<file path="config.mk">
export PLATFORM = sky130hd
export DESIGN_NAME = wmm_exec
export DESIGN_NICKNAME = d
export VERILOG_FILES = /design/src/logic/wmm_pkg.sv /design/src/logic/wmm_exec.sv /design/src/logic/wmm_multiplier.sv
export SDC_FILE = /design/constraint.sdc
export NUM_CORES = 1
export LEC_CHECK = 0
export ABC_AREA = 1
export BUFFER_PORTS_ARGS = -buffer_cell sky130_fd_sc_hd__buf_2
export CAP_MARGIN = 15
export CORE_ASPECT_RATIO = 1.75
export CORE_MARGIN = 3
export CORE_UTILIZATION = 40
export DETAILED_ROUTE_END_ITERATION = 10
export PLACE_DENSITY = 0.69
export SKIP_CTS_REPAIR_TIMING = 1
export SLEW_MARGIN = 10
export SYNTH_ARGS = -nofsm -noshare
export SYNTH_HDL_FRONTEND = slang
export SYNTH_SLANG_ARGS = --single-unit
</file>
<file path="constraint.sdc">
create_clock -name clk -period 4.9 [get_ports clk]
set_input_delay 0.49 -clock clk [delete_from_list [all_inputs] [get_ports clk]]
set_output_delay 0.49 -clock clk [all_outputs]
set_load 0.01 [all_outputs]
</file>
<file path="src/logic/wmm_pkg.sv">
/*
 package for the word move / multiply / idle execution datapath:
 opcodes, cycle counts, operation kinds and the request and result structs.
 assumes the decoder presents operands already fetched from the register file.
*/
package wmm_pkg;

   // operation codes
   localparam logic [7:0] OP_MOVE_IMM = 8'h88;
   localparam logic [7:0] OP_MOVE_PAIR = 8'h98;
   localparam logic [7:0] OP_MOVE_INDEX = 8'hA8;
   localparam logic [7:0] OP_PREFIX = 8'hF4;
   localparam logic [7:0] OP_MOVE_OFFSET = 8'hE8;
   localparam logic [7:0] OP_IDLE = 8'hFF;

   // cycle counts per instruction
   localparam logic [5:0] CYC_MOVE_IMM = 6'h0D;
   localparam logic [5:0] CYC_MOVE_PAIR = 6'h0C;
   localparam logic [5:0] CYC_MOVE_INDEX = 6'h0F;
   localparam logic [5:0] CYC_MOVE_OFFSET = 6'h14;
   localparam logic [5:0] CYC_IDLE = 6'h07;
   localparam logic [5:0] CYC_MULTIPLY = 6'h2D;

   // status flag positions in the status byte
   localparam int FLAG_C = 7;
   localparam int FLAG_N = 6;
   localparam int FLAG_Z = 5;
   localparam int FLAG_V = 4;

   localparam logic [7:0] RESET_BYTE = 8'h00;
   localparam logic [15:0] RESET_WORD = 16'h0000;
   localparam logic [5:0] RESET_COUNT = 6'h00;

   typedef enum logic [2:0] {
      WMM_OP_MOVE_IMM,
      WMM_OP_MOVE_PAIR,
      WMM_OP_MOVE_INDEX,
      WMM_OP_MOVE_OFFSET,
      WMM_OP_MULTIPLY,
      WMM_OP_IDLE
   } wmm_op_type;

   typedef struct packed {
      wmm_op_type op;
      logic [7:0] dest_low;
      logic [15:0] word_immediate;
      logic [15:0] source_pair;
      logic [7:0] signed_byte_offset;
      logic [7:0] reg_b;
      logic [7:0] mul_source;
      logic [7:0] mul_operand;
   } wmm_req_type;

   typedef struct packed {
      logic pair_write;
      logic [7:0] high_addr;
      logic [7:0] low_addr;
      logic [15:0] word;
      logic ab_write;
      logic [7:0] reg_a;
      logic [7:0] reg_b;
      logic flags_write;
      logic [7:0] flags_mask;
      logic [7:0] flags;
      logic pc_step;
   } wmm_result_type;

endpackage

</file>
<file path="src/logic/wmm_exec.sv">
/*
 execution datapath for the word pair move, byte multiply and idle instruction.
 assumes the decoder fetches operands, holds req stable while start is pulsed,
 and the register file applies the result strobes when done rises.
*/
`timescale 1ns/1ps
module wmm_exec (
   // clock and reset
   input wire logic clk,
   input wire logic rst_b,
   // request from the decoder
   input wire logic start,
   input wire wmm_pkg::wmm_req_type req,
   // answer to the decoder and register file
   output logic busy,
   output logic done,
   output wmm_pkg::wmm_result_type result,
   // memory access request, never raised here
   output logic mem_read
);
   typedef enum logic [1:0] {WMM_IDLE, WMM_RUN, WMM_WAIT_MUL} wmm_state_type;

   wmm_state_type state, next_state;
   logic [5:0] count, next_count;
   wmm_pkg::wmm_req_type held, next_held;
   logic next_busy, next_done;
   wmm_pkg::wmm_result_type next_result;
   logic mul_start;
   logic mul_busy;
   logic [15:0] mul_product;
   logic [15:0] move_word;
   logic [7:0] move_high;
   logic [7:0] flags_new;
   logic next_mem_read;
   logic is_move, is_multiply, is_idle;
   logic [7:0] add_base_high, add_base_low;
   logic [7:0] add_term_high, add_term_low;
   logic [8:0] low_sum;
   logic [7:0] high_sum;
   wmm_pkg::wmm_result_type done_result;

   wmm_multiplier i_wmm_multiplier (
      .clk(clk),
      .rst_b(rst_b),
      .start(mul_start),
      .multiplicand(held.mul_source),
      .multiplier(held.mul_operand),
      .product(mul_product),
      .busy(mul_busy)
   );

   // operation class of the held request
   always_comb begin
      is_multiply = (held.op == wmm_pkg::WMM_OP_MULTIPLY);
      is_idle = (held.op == wmm_pkg::WMM_OP_IDLE);
      is_move = !is_multiply && !is_idle;
   end

   // shared adder, low byte first so the carry into the high byte is explicit
   always_comb begin
      // offset form: pair plus sign-extended byte
      add_base_high = held.source_pair[15:8];
      add_base_low = held.source_pair[7:0];
      add_term_high = {8{held.signed_byte_offset[7]}};
      add_term_low = held.signed_byte_offset;
      if (held.op == wmm_pkg::WMM_OP_MOVE_INDEX) begin
         // indexed form: word immediate plus B, only the address is kept
         add_base_high = held.word_immediate[15:8];
         add_base_low = held.word_immediate[7:0];
         add_term_high = 8'h00;
         add_term_low = held.reg_b;
      end
      low_sum = {1'b0, add_base_low} + {1'b0, add_term_low};
      high_sum = add_base_high + add_term_high + {7'h00, low_sum[8]};
   end

   // word value to move
   always_comb begin
      case (held.op)
         wmm_pkg::WMM_OP_MOVE_IMM: move_word = held.word_immediate;
         wmm_pkg::WMM_OP_MOVE_PAIR: move_word = held.source_pair;
         wmm_pkg::WMM_OP_MOVE_INDEX: move_word = {high_sum, low_sum[7:0]};
         wmm_pkg::WMM_OP_MOVE_OFFSET: move_word = {high_sum, low_sum[7:0]};
         default: move_word = wmm_pkg::RESET_WORD;
      endcase
   end

   always_comb begin
      move_high = is_multiply ? mul_product[15:8] : move_word[15:8];
      flags_new = wmm_pkg::RESET_BYTE;
      flags_new[wmm_pkg::FLAG_C] = 1'b0;
      flags_new[wmm_pkg::FLAG_V] = 1'b0;
      flags_new[wmm_pkg::FLAG_N] = move_high[7];
      flags_new[wmm_pkg::FLAG_Z] = (move_high == 8'h00);
   end

   // result presented with done
   always_comb begin
      done_result = '0;
      done_result.pc_step = 1'b1;
      if (is_multiply) begin
         done_result.ab_write = 1'b1;
         done_result.reg_a = mul_product[15:8];
         done_result.reg_b = mul_product[7:0];
      end else if (is_move) begin
         done_result.pair_write = 1'b1;
         done_result.low_addr = held.dest_low;
         // a zero dest_low wraps to FF; keeping it above zero is software's duty
         done_result.high_addr = held.dest_low - 8'h01;
         done_result.word = move_word;
      end
      if (!is_idle) begin
         done_result.flags_write = 1'b1;
         done_result.flags_mask = 8'hF0;
         done_result.flags = flags_new;
      end
   end

   // cycle count per instruction
   function automatic logic [5:0] cycles_of(input wmm_pkg::wmm_op_type op);
      case (op)
         wmm_pkg::WMM_OP_MOVE_IMM: cycles_of = wmm_pkg::CYC_MOVE_IMM;
         wmm_pkg::WMM_OP_MOVE_PAIR: cycles_of = wmm_pkg::CYC_MOVE_PAIR;
         wmm_pkg::WMM_OP_MOVE_INDEX: cycles_of = wmm_pkg::CYC_MOVE_INDEX;
         wmm_pkg::WMM_OP_MOVE_OFFSET: cycles_of = wmm_pkg::CYC_MOVE_OFFSET;
         wmm_pkg::WMM_OP_MULTIPLY: cycles_of = wmm_pkg::CYC_MULTIPLY;
         default: cycles_of = wmm_pkg::CYC_IDLE;
      endcase
   endfunction

   // memory read request: the indexed form only forms an address
   always_comb begin
      next_mem_read = 1'b0;
   end

   always_ff @(posedge clk or negedge rst_b) begin
      if (!rst_b) begin
         mem_read <= 1'b0;
      end else begin
         mem_read <= next_mem_read;
      end
   end

   always_comb begin
      next_state = state;
      next_count = count;
      next_held = held;
      next_busy = busy;
      next_done = 1'b0;
      next_result = '0;
      mul_start = 1'b0;
      case (state)
         WMM_IDLE: begin
            if (start) begin
               next_held = req;
               // count includes the result cycle
               next_count = cycles_of(req.op) - 6'h1;
               next_busy = 1'b1;
               next_state = WMM_RUN;
            end
         end
         WMM_RUN: begin
            if (count == cycles_of(held.op) - 6'h1 && is_multiply) begin
               mul_start = 1'b1;
            end
            if (count > 6'h1) begin
               next_count = count - 6'h1;
            end else begin
               next_state = mul_busy ? WMM_WAIT_MUL : WMM_IDLE;
            end
            if (count <= 6'h1 && !mul_busy) begin
               next_done = 1'b1;
               next_busy = 1'b0;
               next_result = done_result;
            end
         end
         default: begin
            // multiplier still running when the count ran out
            if (!mul_busy) begin
               next_done = 1'b1;
               next_busy = 1'b0;
               next_state = WMM_IDLE;
               next_result = done_result;
            end
         end
      endcase
   end

   always_ff @(posedge clk or negedge rst_b) begin
      if (!rst_b) begin
         state <= WMM_IDLE;
         count <= wmm_pkg::RESET_COUNT;
         held <= '0;
         busy <= 1'b0;
         done <= 1'b0;
         result <= '0;
      end else begin
         state <= next_state;
         count <= next_count;
         held <= next_held;
         busy <= next_busy;
         done <= next_done;
         result <= next_result;
      end
   end
endmodule // wmm_exec

</file>
<file path="src/logic/wmm_multiplier.sv">
/*
 unsigned 8x8 shift-add multiplier, one partial product per cycle.
 assumes start is pulsed only while busy is low.
*/
`timescale 1ns/1ps
module wmm_multiplier (
   // clock and reset
   input wire logic clk,
   input wire logic rst_b,
   // request
   input wire logic start,
   input wire logic [7:0] multiplicand,
   input wire logic [7:0] multiplier,
   // answer
   output logic [15:0] product,
   output logic busy
);
   logic [15:0] acc, next_acc;
   logic [15:0] mcand, next_mcand;
   logic [7:0] mplier, next_mplier;
   logic [3:0] steps, next_steps;

   always_comb begin
      next_acc = acc;
      next_mcand = mcand;
      next_mplier = mplier;
      next_steps = steps;
      if (start) begin
         next_acc = wmm_pkg::RESET_WORD;
         next_mcand = {8'h00, multiplicand};
         next_mplier = multiplier;
         next_steps = 4'h8;
      end else if (steps != 4'h0) begin
         if (mplier[0]) begin
            next_acc = acc + mcand;
         end
         next_mcand = {mcand[14:0], 1'b0};
         next_mplier = {1'b0, mplier[7:1]};
         next_steps = steps - 4'h1;
      end
   end

   always_ff @(posedge clk or negedge rst_b) begin
      if (!rst_b) begin
         acc <= 16'h0000;
         mcand <= 16'h0000;
         mplier <= 8'h00;
         steps <= 4'h0;
      end else begin
         acc <= next_acc;
         mcand <= next_mcand;
         mplier <= next_mplier;
         steps <= next_steps;
      end
   end

   assign product = acc;
   assign busy = (steps != 4'h0);
endmodule // wmm_multiplier

</file>
==> results.yml <==
timing:
  clock_skew_ps: 8.92
  relSlewSlack_pct: 17.4
  finalCriticalPeriod_ps: 4170
  rsz0062_at_grt: "false"
  finalCritPeriodShare_pct: 85.1
  setup_viol: 0
  whs_ps: 147
  worst_pin_slew_ps: 1230
  hold_viol: 0
  drv_slew: 0
  tns_ps: 0
  fmax_mhz: 240
global_route:
  overflow: 0
  first_global_vias: 7915
  grt_usage_pct: 19.6
  grt_pass1_wl_um: 38600
  grt_antenna_before_repair: 2
  grt_max_degree: 105
placement:
  io_buffers: 137
  place_inst: 1546
  dp_hpwl_um: 17500
  gp_congestion: 0.902
cells_and_area:
  fin_util_pct: 47.7
  area_growth_syn_to_layout_pct: 16.0
  num-nets-final: 1385
  fill_cells: 2281
  final_layout_size_suffix_gt1_share_pct: 15.1
  layout.cells.non_filler: 1579
  seq_area_um2: 4550
  multi_input_area_um2: 3980
synthesis:
  synth_edf_count: 0
  yosysWarningCount: 0
  synth.distinct_cells: 39
  yosysTopAreaCellShare_pct: 49.4
  syn_area_um2: 9230
  synth_seq_cells: 182
  synth_area_leader_cell: "dfrtp_1"
  synthTopCellsByCount: "nand2_1, dfrtp_1, inv_1"
  synth_most_common_cell: "nand2_1"
  synthTopCellsByArea: "dfrtp_1, nand2_1, inv_1"
  synth_area_per_cell_um2: 8.01
  synth-seq-area-share_pct: 49.4
  async_flop_share_pct: 100
  syn_inst: 1152
  synthFlopType: "dfrtp_1"
pwr:
  ir_worst_vdd_mv: 0.342
  finalPower_w: 0.00605
  leakagePower_nw: 5.84
  power.density_nw_per_um2: 565
clocking:
  cts_sinks: 182
  cts_tree: "built"
  htreeDepth: 4
  root_buffer: "clkbuf_16"
  clk_latency_ps: 430
  clk_path_buf_depth: 2
  numCtsBuffers: 17
  clkTransAtPathRegs_ps: 70
drt:
  drt_wl_total_um: 23600
  drt-wirelength-per-cell_um: 14.9
  drc: 0
  antenna_left: 0
  vias_per_cell: 4.92
  first_pass_iters: 5
  vias: 7776
  drtIter0Drc: 349
floorplanning:
  ioPinCount: 149
  core.rowCount: 72
  die_width_um: 121
  die_h_um: 207
  initial_utilization_pct: 41.1
  core_region_area_um2: 22400
  design.die.area_um2: 25000
critical_path:
  cp_max_fo: 14
  worstSetupPathType: "reg2reg"
  worstReg2RegEnd: "result[6]$_DFF_PN0_"
  rr_startpoint: "held[72]$_DFFE_PN0P_"
  rrSetupSlack_ps: 730
  critPathCaptureType: "flop"
  required_ps: 5260
  reg2regPathDepth: 27
  start_kind: "flop"
  arrival_ps: 4530
hold_path:
  min_path_type: "in2async"
outcome:
  outcome: "complete, no violations"
flow_run:
  max_cap_viol_count: 0
per-layer routing:
| metal | GRT usage, % | up-vias | part of all wire [%] |
|---|---|---|---|
| met2 | 37.0 | 183 | 55 |
| met3 | 3.30 | 58 | 3.7 |
| met5 | 0 | - | 0.055 |
| met1 | 20.6 | 3646 | 37 |
| met4 | 10.5 | 2 | 4.6 |
| li1 | - | 3887 | - |
flip-flops by register name (all words and copies together) (netlist names):
register / cells
count: 6
i_wmm_multiplier.mplier: 8
busy: 1
state: 2
i_wmm_multiplier.product: 16
i_wmm_multiplier.mcand: 16
i_wmm_multiplier.steps: 4
result: 53
held: 75
done: 1
stage by stage:
stage	worst slack [ps]	cell area, µm²
final	732	10700
after global routing	177	10700
after CTS	729	10700
after detailed placement	765	10100
after global placement	829	10100
after floorplan	1110	9270
logic make-up after synthesis:
logic type / synth area share (%)
xor gates and xnor gates: 2.09
other: 0.0406
and+or+nand+nor: 24.9
buffers and inverters: 8.05
adders and majority gates: 5.48
DFF: 49.4
AOI/OAI and AO/OA: 10.0
worst max path at each step:
stage,from,to,cells after the start,slack (ps)
after floorplan,held[72]$_DFFE_PN0P_,result[6]$_DFF_PN0_,31,1110
final,held[72]$_DFFE_PN0P_,result[6]$_DFF_PN0_,27,730
after CTS,held[72]$_DFFE_PN0P_,result[6]$_DFF_PN0_,27,730
after global routing,held[72]$_DFFE_PN0P_,result[6]$_DFF_PN0_,27,180
after global placement,held[72]$_DFFE_PN0P_,result[6]$_DFF_PN0_,27,830
after detailed placement,held[72]$_DFFE_PN0P_,result[6]$_DFF_PN0_,27,760
layout by cell type, fill, tap and decap left out, types with 5 or more instances in the layout:
master	Yosys	routed
a31oi_1	8	8
buf_4	16	5
nand4_1	9	9
or2_2	6	6
nor3_1	8	8
dfrtp_1	182	182
xor2_1	14	14
ha_1	34	34
nand3_1	74	74
conb_1	1	11
a21oi_1	47	47
xnor2_1	8	8
nand2_1	380	380
o211ai_1	6	6
inv_6	0	6
buf_2	17	136
clkbuf_16	0	17
o22ai_1	10	10
nor2_1	74	73
o21ai_0	82	82
inv_1	117	117
critical path, cell delays in order, from the launching register on:
cell and delay (ps):
dfrtp_1 430, nor2_1 250, nand2_1 110, inv_1 360, nand2_1 90, nand2_1 80, ha_1 190, inv_1 60
fa_1 350, inv_1 90, nand3_1 70, nand2_1 100, nand2_1 60, nand2_1 50, nand2_1 60, nand2_1 80
a21oi_1 60, o21bai_1 170, fa_1 260, fa_1 420, a21boi_0 130, nor2_1 150, nand2_1 70, nor2_1 90
nand3_1 70, nor2_1 90, nand2_1 60, nor2_1 80
final cells by class:
| type | instances | share of cell area [%] |
|---|---|---|
| clock buffers | 18 | 4.10 |
| flip-flops and latches | 182 | 42.5 |
| repair buffers | 143 | 7.00 |
| inverters | 121 | 4.24 |
| well taps | 296 | 3.46 |
| clock inverters | 14 | 1.51 |
| multi-input cells | 804 | 37.1 |
| diodes | 1 | 0.0234 |
report_power, final:
group / total (W) / switching (W) / internal [W]
clock network: 0.00140 / 0.000619 / 0.000781
logic: 0.00246 / 0.00162 / 0.000842
registers: 0.00219 / 0.000294 / 0.00190
Note: power is estimated with default switching activity, not from simulation.
